`config.mk`:
```
export PLATFORM = sky130hd
export DESIGN_NAME = epsr_ctrl
export DESIGN_NICKNAME = d
export VERILOG_FILES = /design/src/hdl/epsr_pkg.sv /design/src/hdl/epsr_pend_cell.sv /design/src/hdl/epsr_ctrl.sv
export SDC_FILE = /design/constraint.sdc
export NUM_CORES = 1
export LEC_CHECK = 0
export BUFFER_PORTS_ARGS = -buffer_cell sky130_fd_sc_hd__clkbuf_2
export CORE_MARGIN = 2
export CORE_UTILIZATION = 36
export CTS_CLUSTER_DIAMETER = 120
export CTS_CLUSTER_SIZE = 20
export DETAILED_ROUTE_END_ITERATION = 6
export PLACE_DENSITY = 0.74
export SETUP_SLACK_MARGIN = 0.15
export SLEW_MARGIN = 15
export SYNTH_ARGS = -nofsm -noshare
export SYNTH_HDL_FRONTEND = slang
export SYNTH_SLANG_ARGS = --single-unit
export TNS_END_PERCENT = 5
```
`constraint.sdc`:
```
create_clock -name aclk -period 1.5 [get_ports aclk]
set_input_delay 0.225 -clock aclk [delete_from_list [all_inputs] [get_ports aclk]]
set_output_delay 0.225 -clock aclk [all_outputs]
set_load 0.05 [all_outputs]
```
`src/hdl/epsr_pkg.sv`:
```
// package of constants and types for the exception pending-state register block
package epsr_pkg;

   // ***************************************************************
   // bus and register map
   // ***************************************************************
   localparam int EPSR_ADDR_W = 8;
   localparam int EPSR_DATA_W = 32;
   localparam logic [7:0] EPSR_ICS_OFFSET = 8'h04;
   localparam logic [31:0] EPSR_ICS_RESET = 32'h0000_0000;
   localparam logic [1:0] EPSR_RESP_OKAY = 2'h0;
   localparam logic [1:0] EPSR_RESP_SLVERR = 2'h2;
   localparam int EPSR_STRB_CTRL = 3;

   // ***************************************************************
   // field positions of interrupt_control_state
   // ***************************************************************
   localparam int EPSR_SVC_SET_BIT = 28;
   localparam int EPSR_SVC_CLR_BIT = 27;
   localparam int EPSR_TICK_SET_BIT = 26;
   localparam int EPSR_TICK_CLR_BIT = 25;
   localparam int EPSR_ANY_PEND_BIT = 22;
   localparam int EPSR_PEND_NUM_LSB = 12;
   localparam int EPSR_ACT_NUM_LSB = 0;
   localparam int EPSR_NUM_W = 6;

   // ***************************************************************
   // pendable exceptions handled here
   // ***************************************************************
   localparam int EPSR_EXC_SVC = 0;
   localparam int EPSR_EXC_TICK = 1;
   localparam int EPSR_EXC_CNT = 2;

   // ***************************************************************
   // types
   // ***************************************************************
   typedef enum logic [0:0] {
      EPSR_WR_COLLECT = 1'b0,
      EPSR_WR_RESP = 1'b1
   } epsr_wr_state_t;

   typedef enum logic [0:0] {
      EPSR_RD_IDLE = 1'b0,
      EPSR_RD_DATA = 1'b1
   } epsr_rd_state_t;

   // status and events from the processor core and prioritiser
   typedef struct packed {
      logic [EPSR_NUM_W-1:0] highest_pending_number;
      logic external_irq_pending;
      logic [EPSR_NUM_W-1:0] interrupt_program_status;
      logic tick_event;
      logic service_call_taken;
      logic tick_taken;
   } epsr_core_in_t;

   // pending levels toward the exception prioritiser
   typedef struct packed {
      logic service_call_pending;
      logic tick_pending;
   } epsr_pend_out_t;

   typedef struct packed {
      logic pending;
   } epsr_cell_state_t;

   typedef struct packed {
      epsr_wr_state_t wr_state;
      logic aw_got;
      logic w_got;
      logic [EPSR_ADDR_W-1:0] awaddr;
      logic [EPSR_DATA_W-1:0] wdata;
      logic [3:0] wstrb;
      logic [1:0] bresp;
      epsr_rd_state_t rd_state;
      logic [EPSR_DATA_W-1:0] rdata;
      logic [1:0] rresp;
   } epsr_state_t;

endpackage : epsr_pkg

```
`src/hdl/epsr_pend_cell.sv`:
```
// one pending flag with software set/clear and hardware set/clear
`timescale 1ns/100ps
module epsr_pend_cell
   import epsr_pkg::*;
(
   // clock and reset
   input wire logic aclk,
   input wire logic aresetn,
   // software requests from a committed register write
   input wire logic sw_set,
   input wire logic sw_clr,
   // hardware requests
   input wire logic hw_set,
   input wire logic hw_clr,
   // state
   output logic pending
);

   epsr_cell_state_t state;
   epsr_cell_state_t next_state;

   // software clear beats software set; a hardware set beats every clear
   always_comb begin
      next_state = state;
      if (sw_set) begin
         next_state.pending = 1'b1;
      end
      if (sw_clr) begin
         next_state.pending = 1'b0;
      end
      if (hw_clr) begin
         next_state.pending = 1'b0;
      end
      if (hw_set) begin
         next_state.pending = 1'b1; // an event must not be lost to a clear
      end
   end

   // register the flag
   always_ff @(posedge aclk) begin
      if (!aresetn) begin
         state <= '0;
      end else begin
         state <= next_state;
      end
   end

   assign pending = state.pending;

endmodule : epsr_pend_cell

```
`src/hdl/epsr_ctrl.sv`:
```
// pending-state and exception number register behind an AXI4-Lite slave
//
// Decided for this implementation: register access over AXI4-Lite and the address map.
`timescale 1ns/100ps

// ***************************************************************
// block top
// ***************************************************************
module epsr_ctrl
   import epsr_pkg::*;
(
   // clock and reset
   input wire logic aclk,
   input wire logic aresetn,
   // axi4-lite write address channel
   input wire logic [EPSR_ADDR_W-1:0] s_axi_awaddr,
   input wire logic s_axi_awvalid,
   output logic s_axi_awready,
   // axi4-lite write data channel
   input wire logic [EPSR_DATA_W-1:0] s_axi_wdata,
   input wire logic [3:0] s_axi_wstrb,
   input wire logic s_axi_wvalid,
   output logic s_axi_wready,
   // axi4-lite write response channel
   output logic [1:0] s_axi_bresp,
   output logic s_axi_bvalid,
   input wire logic s_axi_bready,
   // axi4-lite read address channel
   input wire logic [EPSR_ADDR_W-1:0] s_axi_araddr,
   input wire logic s_axi_arvalid,
   output logic s_axi_arready,
   // axi4-lite read data channel
   output logic [EPSR_DATA_W-1:0] s_axi_rdata,
   output logic [1:0] s_axi_rresp,
   output logic s_axi_rvalid,
   input wire logic s_axi_rready,
   // core status and exception events
   input wire epsr_core_in_t core_in,
   // pending levels toward the prioritiser
   output epsr_pend_out_t pend_out
);

   // ***************************************************************
   // declarations
   // ***************************************************************
   epsr_state_t state;
   epsr_state_t next_state;
   logic aw_hs;
   logic w_hs;
   logic ar_hs;
   logic commit;
   logic wr_hit;
   logic ctrl_lane;
   logic [EPSR_EXC_CNT-1:0] sw_set;
   logic [EPSR_EXC_CNT-1:0] sw_clr;
   logic [EPSR_EXC_CNT-1:0] hw_set;
   logic [EPSR_EXC_CNT-1:0] hw_clr;
   logic [EPSR_EXC_CNT-1:0] pending;
   logic any_pending;
   logic [EPSR_NUM_W-1:0] pend_number;
   logic [EPSR_NUM_W-1:0] active_number;
   logic [EPSR_DATA_W-1:0] ics_read;

   // ***************************************************************
   // handshakes
   // ***************************************************************
   // address and data are each taken once per write, in either order
   assign s_axi_awready = (state.wr_state == EPSR_WR_COLLECT) && !state.aw_got;
   assign s_axi_wready = (state.wr_state == EPSR_WR_COLLECT) && !state.w_got;
   assign s_axi_bvalid = (state.wr_state == EPSR_WR_RESP);
   assign s_axi_bresp = state.bresp;
   assign aw_hs = s_axi_awvalid && s_axi_awready;
   assign w_hs = s_axi_wvalid && s_axi_wready;

   // one read at a time; the address is taken only while no data waits
   assign s_axi_arready = (state.rd_state == EPSR_RD_IDLE);
   assign s_axi_rvalid = (state.rd_state == EPSR_RD_DATA);
   assign s_axi_rdata = state.rdata;
   assign s_axi_rresp = state.rresp;
   assign ar_hs = s_axi_arvalid && s_axi_arready;

   // ***************************************************************
   // write decode
   // ***************************************************************
   // a write takes effect one cycle after both halves are held, so the
   // pending flags and bvalid change on the same edge
   assign commit = (state.wr_state == EPSR_WR_COLLECT) && state.aw_got && state.w_got;
   assign wr_hit = (state.awaddr[EPSR_ADDR_W-1:2] == EPSR_ICS_OFFSET[EPSR_ADDR_W-1:2]);

   // the control bits all sit in the top byte lane; without its strobe the
   // write leaves them alone
   assign ctrl_lane = commit && wr_hit && state.wstrb[EPSR_STRB_CTRL];

   // software requests per exception; zeros in any bit have no effect
   always_comb begin
      sw_set = '0;
      sw_clr = '0;
      if (ctrl_lane) begin
         sw_set[EPSR_EXC_SVC] = state.wdata[EPSR_SVC_SET_BIT];
         sw_clr[EPSR_EXC_SVC] = state.wdata[EPSR_SVC_CLR_BIT];
         sw_set[EPSR_EXC_TICK] = state.wdata[EPSR_TICK_SET_BIT];
         sw_clr[EPSR_EXC_TICK] = state.wdata[EPSR_TICK_CLR_BIT];
      end
   end

   // hardware requests: only the tick has a hardware source of pending state;
   // the service call has none, so software alone can make it pend
   always_comb begin
      hw_set = '0;
      hw_clr = '0;
      hw_set[EPSR_EXC_SVC] = 1'b0;
      hw_set[EPSR_EXC_TICK] = core_in.tick_event;
      hw_clr[EPSR_EXC_SVC] = core_in.service_call_taken;
      hw_clr[EPSR_EXC_TICK] = core_in.tick_taken;
   end

   // ***************************************************************
   // pending flags
   // ***************************************************************
   // one flag cell per pendable exception
   generate
      for (genvar i = 0; i < EPSR_EXC_CNT; i++) begin : g_cell
         epsr_pend_cell u_cell (
            .aclk(aclk),
            .aresetn(aresetn),
            .sw_set(sw_set[i]),
            .sw_clr(sw_clr[i]),
            .hw_set(hw_set[i]),
            .hw_clr(hw_clr[i]),
            .pending(pending[i])
         );
      end
   endgenerate

   // levels toward the prioritiser come straight from the flag flip-flops
   assign pend_out.service_call_pending = pending[EPSR_EXC_SVC];
   assign pend_out.tick_pending = pending[EPSR_EXC_TICK];

   // ***************************************************************
   // status view
   // ***************************************************************
   // the two system exceptions count as pending interrupts as well; NMI
   // and faults never reach this block, so they are never counted
   assign any_pending = core_in.external_irq_pending || (|pending);

   // the prioritiser's number is forced to zero when nothing is pending,
   // so a stale number can never be read
   assign pend_number = any_pending ? core_in.highest_pending_number : '0;

   // mirror of the program status register, no copy of our own to drift
   assign active_number = core_in.interrupt_program_status;

   // read image; everything not named reads zero
   always_comb begin
      ics_read = EPSR_ICS_RESET;
      ics_read[EPSR_SVC_SET_BIT] = pending[EPSR_EXC_SVC];
      ics_read[EPSR_SVC_CLR_BIT] = 1'b0;
      ics_read[EPSR_TICK_SET_BIT] = pending[EPSR_EXC_TICK];
      ics_read[EPSR_TICK_CLR_BIT] = 1'b0;
      ics_read[EPSR_ANY_PEND_BIT] = any_pending;
      ics_read[EPSR_PEND_NUM_LSB +: EPSR_NUM_W] = pend_number;
      ics_read[EPSR_ACT_NUM_LSB +: EPSR_NUM_W] = active_number;
   end

   // ***************************************************************
   // bus state
   // ***************************************************************
   // write and read paths run independently; each holds at most one access
   always_comb begin
      next_state = state;

      // write address capture
      if (aw_hs) begin
         next_state.aw_got = 1'b1;
         next_state.awaddr = s_axi_awaddr;
      end

      // write data capture
      if (w_hs) begin
         next_state.w_got = 1'b1;
         next_state.wdata = s_axi_wdata;
         next_state.wstrb = s_axi_wstrb;
      end

      // write sequencing
      case (state.wr_state)
         EPSR_WR_COLLECT: begin
            if (commit) begin
               next_state.wr_state = EPSR_WR_RESP;
               next_state.aw_got = 1'b0;
               next_state.w_got = 1'b0;
               // an address outside the map changes nothing and says so
               next_state.bresp = wr_hit ? EPSR_RESP_OKAY : EPSR_RESP_SLVERR;
            end
         end
         EPSR_WR_RESP: begin
            if (s_axi_bready) begin
               next_state.wr_state = EPSR_WR_COLLECT;
               next_state.bresp = EPSR_RESP_OKAY;
            end
         end
         default: begin
            next_state.wr_state = EPSR_WR_COLLECT;
         end
      endcase

      // read sequencing; data is sampled at the address edge so it is a
      // coherent snapshot of all fields
      case (state.rd_state)
         EPSR_RD_IDLE: begin
            if (ar_hs) begin
               next_state.rd_state = EPSR_RD_DATA;
               if (s_axi_araddr[EPSR_ADDR_W-1:2] == EPSR_ICS_OFFSET[EPSR_ADDR_W-1:2]) begin
                  next_state.rdata = ics_read;
                  next_state.rresp = EPSR_RESP_OKAY;
               end else begin
                  next_state.rdata = '0;
                  next_state.rresp = EPSR_RESP_SLVERR;
               end
            end
         end
         EPSR_RD_DATA: begin
            if (s_axi_rready) begin
               next_state.rd_state = EPSR_RD_IDLE;
               next_state.rdata = '0;
               next_state.rresp = EPSR_RESP_OKAY;
            end
         end
         default: begin
            next_state.rd_state = EPSR_RD_IDLE;
         end
      endcase
   end

   // register the bus state
   always_ff @(posedge aclk) begin
      if (!aresetn) begin
         state <= '0;
      end else begin
         state <= next_state;
      end
   end

endmodule : epsr_ctrl

```
-- Word level (Yosys, flattened, before mapping)
Index checks and enable logic that the tools add are counted.
- register bits: 83
- output and inout bits: 43
- logic and storage cells: 59
- equality and inequality tests: 6
- mux-type cells: 21
- bitwise gates (word level): 3
- reductions and logical operators: 17
- operators by type and width (kind ; count):
    $mux W35 ; 2
    $pmux W35 S2 ; 1
    $mux W31 ; 1
    $eq A6 B1 Y1 const B ; 2
    $mux W2 ; 6
    $logic_and A1 B1 Y1 ; 9
    $mux W1 ; 7
    $mux W6 ; 1
    $ne A2 B2 Y1 const B ; 3
    $pmux W2 S2 ; 1
    $reduce_and A2 Y1 ; 2
    $reduce_bool A4 Y1 ; 1
    $mux W3 ; 1
    $not A1 Y1 ; 3
    $reduce_or A3 Y1 ; 1
    $logic_not A1 Y1 ; 2
    $ne A2 B1 Y1 const B ; 1
    $pmux W1 S2 ; 1
    $reduce_or A2 Y1 ; 1
    $logic_or A1 B1 Y1 ; 1

-- Longest topological paths before layout
Gate-level depths: netlist of run 1.
- depth after elaboration: 10
- gate-level depth with buffers: 6
- mapped depth without buffers: 4

-- Modules after synthesis
From an unflattened synthesis of run 1, not the netlist that was laid out.
- cell total of the unflattened synthesis: 156
- area, all modules: 1551.5 um2
- by module, submodules not included (module ; instances ; cells each ; area an instance (um2) ; seq. area each (um2)):
    epsr_ctrl ; 1 ; 148 ; 1478.9 ; 640.6
    epsr_pend_cell ; 2 ; 4 ; 36.3 ; 20.0

-- Worst setup path before layout of run 1
Ideal clock, no wire load.
- kind: reg-to-reg
- start point: register state (netlist bit s_axi_bvalid)
- end point: register state[80] in the netlist's numbering
- data arrival time: 2.027 ns
- required time: 1.372 ns
- slack: -0.655 ns
- cell stages (with the launch flop): 7
- buffers on the path: 2
- cell sequence: dfxtp_1 > clkbuf_1 > nor2_1 > and2_1 > buf_2 > mux2i_1 > nor2_1
- longest elaborated chain between the ends: 3
- RTL lines (element ; line ; source):
    from (decl) ; epsr_ctrl.sv:46 ; epsr_state_t state;
    from (signal assigned) ; epsr_ctrl.sv:240 ; state <= next_state;
    $not A1 Y1 ; epsr_ctrl.sv:68 ; assign s_axi_awready = (state.wr_state == EPSR_WR_COLLECT) && !state.aw_got;
    $logic_and A1 B1 Y1 ; epsr_ctrl.sv:68 ;
    net s_axi_awready ; epsr_ctrl.sv:18 ; output logic s_axi_awready,
    $logic_and A1 B1 Y1 ; epsr_ctrl.sv:72 ; assign aw_hs = s_axi_awvalid && s_axi_awready;
The timed path passes the listed nets, and every way through them passes these cells.
A chain may end at the register's enable or synchronous reset.

-- Worst setup path after layout of run 1
- start point: register state[80] in the netlist's numbering
- end point: register g_cell[1].u_cell.state
- longest elaborated chain between the ends: 7
- elaborated cells on any way between the ends: 9
- classes of those cells: eq/ne (1); mux (5); reduce/logical (3)
- RTL lines (element ; line ; source):
    $eq A6 B1 Y1 * ; epsr_ctrl.sv:88 ; assign wr_hit = (state.awaddr[EPSR_ADDR_W-1:2] == EPSR_ICS_OFFSET[EPSR_ADDR_W-1:2]);
    $logic_and A1 B1 Y1 * (2 in a row) ; epsr_ctrl.sv:92 ; assign ctrl_lane = commit && wr_hit && state.wstrb[EPSR_STRB_CTRL];
    $mux W2 ; epsr_ctrl.sv:98 ; if (ctrl_lane) begin
    $mux W1 ; epsr_pend_cell.sv:28 ; if (sw_clr) begin
    $mux W1 ; epsr_pend_cell.sv:31 ; if (hw_clr) begin
    $mux W1 ; epsr_pend_cell.sv:34 ; if (hw_set) begin
    to (signal assigned) ; epsr_pend_cell.sv:44 ; state <= next_state;
    to (decl) ; epsr_pend_cell.sv:19 ; epsr_cell_state_t state;
Every way passes the cells marked *; elsewhere a longest branch is shown, timed or not.

==> flow_summary.toml, run 1 <==
[synth]
synth_top_cell_by_area = "dfxtp_1"
ys_ff_latch = 34
synthesized_area_mm2 = 0.001583
ys_warn_count = 0
post_synth_num_cell_types = 30
synth.avg_cell_area_um2 = 9.256
synth_sequential_area_ratio = 0.4300
synth_area_leaders = "dfxtp_1, buf_4, nor2_1"
yosys.area.top_type_share = 0.4300
synth_cells = 171

[grt]
grt_first_pass_wirelength_um = 5112
antenna_found_initial = 0
grt.overflow.total = 0
grt_max_degree = 14
grt_util_all_layers = 0.1338
first_global_vias = 1111

[final_layout]
mostFrequentLayoutCells = "clkbuf_2, dfxtp_1, nor2_1"
final_net_count = 298
areaGrowthSynthToFinish_pct = 21.66
multi_input_area_um2 = 711.9
area.sequential_um2 = 686.9
layout-drive-gt1-share = 0.4350
mostFrequentLayoutCell = "clkbuf_2"
n_antenna_cell = 0
postLayoutCoreUtil = 0.4484
fillCellCount = 444

[sta]
period_needed_ns = 1.586
min_period_over_period = 1.057
maxClockFrequency_ghz = 0.6305
hold_ws_ns = 0.1627
total_setup_violations_reported_at_the_end_of_the_flow = 2
rsz0062_at_grt = "yes"
finalHoldViolCount = 0
worst_slack_ns = -0.08599
final_max_slew_viol_count = 0
finClkSkew_ns = 0.003908

[run]
maxCapViolCount = 0

[cts]
cts_made_buffers = 5
clockRootBuffer = "clkbuf_8"
clkLatencyLatePin_ns = 0.28
h-tree-depth = 2
tritoncts = "yes"
cts_buffer_depth = 2
clk_pin_slew_ns = 0.06
cts.sinks = 34

[floorplan]
die_width_um = 70.31
ioPinCount = 118
fp.coreArea_mm2 = 0.004294
dieArea_mm2 = 0.004943
floorplan.die.height_um = 70.31
floorplan.rows = 24
initial_core_util = 0.3686

[detailed_routing]
dr.pass1.iters = 4
routed_via_density = 4.465
route.final.wire_length_um = 3124
drcViolationCount = 0
route.vias.total = 1228
initialDrtViolationCount = 42
wire_per_inst_um = 11.36
postRouteAntennaNets = 0

[power]
fin_total_pwr_mw = 1.982
power-per-cell-area_mw_per_mm2 = 1029
power.ir.vdd_worst_mv = 0.4768
p_leak_nw = 0.9035

[setup_path]
end_kind = "register"
data_arrival_at_the_endpoint_of_the_critical_path_ns = 1.76
path_max_fanout = 3
cp_data_required_time_ns = 1.68
worstSetupStartpointType = "register"
crit_type = "reg2reg"

[placed_design]
io_buffer_count = 63
gp_routability_congestion = 0.8076
hpwl_um = 2316
dp_worst_setup_slack_ns = -0.1249

[run_status]
run_status = "finished with violations"
violations = "negative setup slack"

[min_path]
hold_path.class = "in2reg"
==> registers in the layout (all words and copies together), names as in the netlist <==
name and flops:
s_axi_rdata 15, state 13, g_cell.u_cell.pending 2, s_axi_bresp 1, s_axi_bvalid 1, s_axi_rresp 1
s_axi_rvalid 1
==> cell usage after synthesis <==
cell       instances
nand2_1            1
and2_1             1
nor2_1            31
nor3_1             2
nor3b_2            1
nor3_2             1
or4b_4             1
nor2_2             1
a211oi_1           1
nand4b_1           1
or4b_1             2
mux2i_1           11
o21a_1             1
clkbuf_1           5
inv_1              2
nor2b_1            4
nor3_4             1
a22o_1             1
a21oi_1            8
a21o_2             1
o211ai_1           1
conb_1             1
buf_2              1
a2111oi_2          1
buf_4             38
nand2b_1           1
o21ai_0            2
or2_2              1
dfxtp_1           34
a22oi_1           14
==> through the flow <==
| step | cells | cell area [µm²] | TNS, ns |
|---|---|---|---|
| global placement | 265 | 1790 | -0.7443 |
| global route | 275 | 1926 | -0.8678 |
| floorplan | 189 | 1688 | -0.1871 |
| detailed placement | 265 | 1790 | -0.9671 |
| finish | 275 | 1926 | -0.1459 |
| CTS | 274 | 1898 | -0.1648 |
==> layer usage <==
metal,GRT usage,wire (µm),up-vias
li1,-,-,628
met1,0.1524,1287,541
met2,0.2170,1515,54
met3,0.06782,280,5
met4,0.04274,40,0
met5,0,0,-
==> report_power, final <==
| group | internal, mW | switching (mW) |
|---|---|---|
| clock | 0.311 | 0.306 |
| sequential | 0.939 | 0.0327 |
| combinational | 0.120 | 0.273 |
| total | 1.37 | 0.612 |
==> critical path: stages, from the launching register on <==
cell and delay [ns]:
dfxtp_2 0.32, or4b_4 0.56, nor3_4 0.24, buf_4 0.14
a211oi_2 0.05, a22o_1 0.17
==> final timing paths <==
path	to	slack, ns	start	cells past startpoint
worst max-delay path	g_cell[1].u_cell.pending$_SDFFE_PN0P_	-0.09	state[80]$_SDFFE_PN0P_	5
worst min-delay path	g_cell[0].u_cell.pending$_SDFFE_PP0P_	0.16	core_in[1]	2
worst max register to register	g_cell[1].u_cell.pending$_SDFFE_PN0P_	-0.09	state[80]$_SDFFE_PN0P_	5
worst min register to register	s_axi_bresp[1]$_SDFFE_PN0P_	0.49	s_axi_bresp[1]$_SDFFE_PN0P_	2
==> area by class of cell <==
| type | instances | area share |
|---|---|---|
| clock inverter | 2 | 0.005198 |
| timing repair buffer | 71 | 0.1949 |
| clock buffer | 5 | 0.03574 |
| multi-input combinational | 109 | 0.3697 |
| sequential | 34 | 0.3567 |
| tap | 52 | 0.03379 |
| inverter | 2 | 0.003899 |
==> cells by family (layout without fill, tap and decap cells) <==
group / after synthesis / after routing / synth area share
AO/OA/AOI/OAI: 30 / 30 / 0.1328
buffers and inverters: 46 / 80 / 0.2000
flip-flops: 34 / 34 / 0.4300
multiplexers: 11 / 11 / 0.06957
other: 1 / 19 / 0.002369
AND/OR/NAND/NOR: 49 / 49 / 0.1652
==> what timing repair did <==
item | CTS | global route
hold buffers | 0 | 0
gates resized for setup | 3 | 4
endpoints found under the setup margin | 18 | 19
setup buffers | 2 | 1
pin swaps | 15 | 6
No activity file was read; power rests on OpenSTA's default activity.
==> inputs of run 2 (changes only) <==
CORE_UTILIZATION = 43   (was 36)
PLACE_DENSITY = 0.83   (was 0.74)
SKIP_LAST_GASP = 1   (was default)
clock period = 1.88 ns   (was 1.5 ns; I/O delays follow)
==> run 2 against run 1 <==
The run now ends clean. Via count decreased by 0.57%. Register-to-register slack improved by 0.30 ns. Setup slack improved by 0.30 ns. Sequential power decreased by 20%. Clock skew increased by 0.0015 ns. Total power decreased by 19%. Flip-flop and latch count unchanged. Maximum frequency decreased by 4.8%. Non-clock buffer count decreased by 5. Sequential share of layout area increased by 0.99 points. Critical path type unchanged. Critical endpoint is now g_cell[0].u_cell.pending$_SDFFE_PP0P_. Largest power group unchanged. Highest routed layer unchanged.
==> flow_summary.toml, run 2 (synthesis results as in run 1) <==
[run_status]
run_status = "finished clean"

[setup_path]
crit_type = "reg2reg"
end_kind = "register"
worstSetupStartpointType = "register"
path_max_fanout = 3
cp_data_required_time_ns = 2.05
data_arrival_at_the_endpoint_of_the_critical_path_ns = 1.84

[min_path]
hold_path.class = "in2reg"

[sta]
max_slew_margin = 0.5291
total_setup_violations_reported_at_the_end_of_the_flow = 0
maxClockFrequency_ghz = 0.6001
period_needed_ns = 1.666
finClkSkew_ns = 0.005375
finalHoldViolCount = 0
final_max_slew_viol_count = 0
rsz0062_at_grt = "yes"
setup-tns-final_ns = 0
min_period_over_period = 0.8864
hold_ws_ns = 0.1887
worstMarginPinSlew_ns = 0.7064
worst_slack_ns = 0.2137

[grt]
grt_util_all_layers = 0.1458
grt_first_pass_wirelength_um = 4560
grt_max_degree = 28
antenna_found_initial = 0
first_global_vias = 1036
grt.overflow.total = 0

[detailed_routing]
wire_per_inst_um = 10.88
drcViolationCount = 0
route.vias.total = 1221
routed_via_density = 4.573
dr.pass1.iters = 4
initialDrtViolationCount = 26
postRouteAntennaNets = 0
route.final.wire_length_um = 2906

[floorplan]
floorplan.rows = 22
ioPinCount = 118
initial_core_util = 0.4389
die_width_um = 64.67
dieArea_mm2 = 0.004182
floorplan.die.height_um = 64.67
fp.coreArea_mm2 = 0.003606

[final_layout]
mostFrequentLayoutCells = "clkbuf_2, dfxtp_1, nor2_1"
n_antenna_cell = 0
largest_register_ff_count = 15
layout-drive-gt1-share = 0.3836
final_net_count = 293
mostFrequentLayoutCell = "clkbuf_2"
areaGrowthSynthToFinish_pct = 17.31
fin_area_mm2 = 0.001857

[placed_design]
io_buffer_count = 63
dpl_cell_area_mm2 = 0.001732
dp_worst_setup_slack_ns = -0.004582
hpwl_um = 2180
gp_routability_congestion = 0.6736

[power]
p_leak_nw = 0.8794
power.ir.vdd_worst_mv = 0.5061
power-per-cell-area_mw_per_mm2 = 865.1

[cts]
clockRootBuffer = "clkbuf_8"
cts_made_buffers = 5
cts.sinks = 34
clkLatencyLatePin_ns = 0.28
clk_pin_slew_ns = 0.07
h-tree-depth = 2
tritoncts = "yes"
cts_buffer_depth = 2

[run]
maxCapViolCount = 0
run 2: final cells by class:
| class | instances | area, µm² |
|---|---|---|
| clock buffer | 7 | 86.33 |
| clock inverter | 1 | 5.005 |
| fill | 353 | 1749 |
| inverter | 2 | 7.507 |
| multi-input combinational | 109 | 679.4 |
| sequential | 34 | 680.7 |
| tap | 48 | 60.06 |
| timing repair buffer | 66 | 337.8 |
run 2: timing repair:
item,4_1_cts,5_1_grt
hold buffers,0,0
setup endpoints to repair,16,16
pin swaps,0,2
gates resized for setup,1,3
setup buffers,0,2
run 2: per-layer routing:
metal / vias up / part of all wire / GRT usage
li1: 617 / - / -
met1: 547 / 0.44 / 0.1753
met2: 55 / 0.47 / 0.2253
met3: 2 / 0.083 / 0.06944
met4: 0 / 0.0055 / 0.05585
met5: - / 0 / 0
run 2: worst max-delay path: stages (launching register included):
cell	delay [ns]
dfxtp_1	0.31
or4b_4	0.56
nor3_4	0.25
a21oi_1	0.11
a2111oi_2	0.34
run 2: power by group:
group          internal [mW]  switching (mW)  total, mW
sequential             0.749          0.0251      0.774
combinational         0.0867           0.213      0.300
clock                  0.295           0.237      0.532
total                   1.13           0.475       1.61
run 2: final timing paths:
path                                             start                                    end  slack, ns  cells after the start
worst max-delay path            state[80]$_SDFFE_PN0P_  g_cell[0].u_cell.pending$_SDFFE_PP0P_       0.21                      4
worst max register to register  state[80]$_SDFFE_PN0P_  g_cell[0].u_cell.pending$_SDFFE_PP0P_       0.21                      4
worst min-delay path                        core_in[1]  g_cell[0].u_cell.pending$_SDFFE_PP0P_       0.19                      2
worst min register to register  state[68]$_SDFFE_PN0P_  g_cell[0].u_cell.pending$_SDFFE_PP0P_       0.47                      1
run 2: per-stage QoR:
stage | util | instances | total power [mW]
floorplan | - | 189 | 1.053
global placement | 0.4802 | 257 | 1.084
detailed placement | 0.4802 | 257 | 1.089
CTS | 0.5066 | 265 | 1.630
global route | 0.5149 | 267 | 1.708
finish | 0.5149 | 267 | 1.606
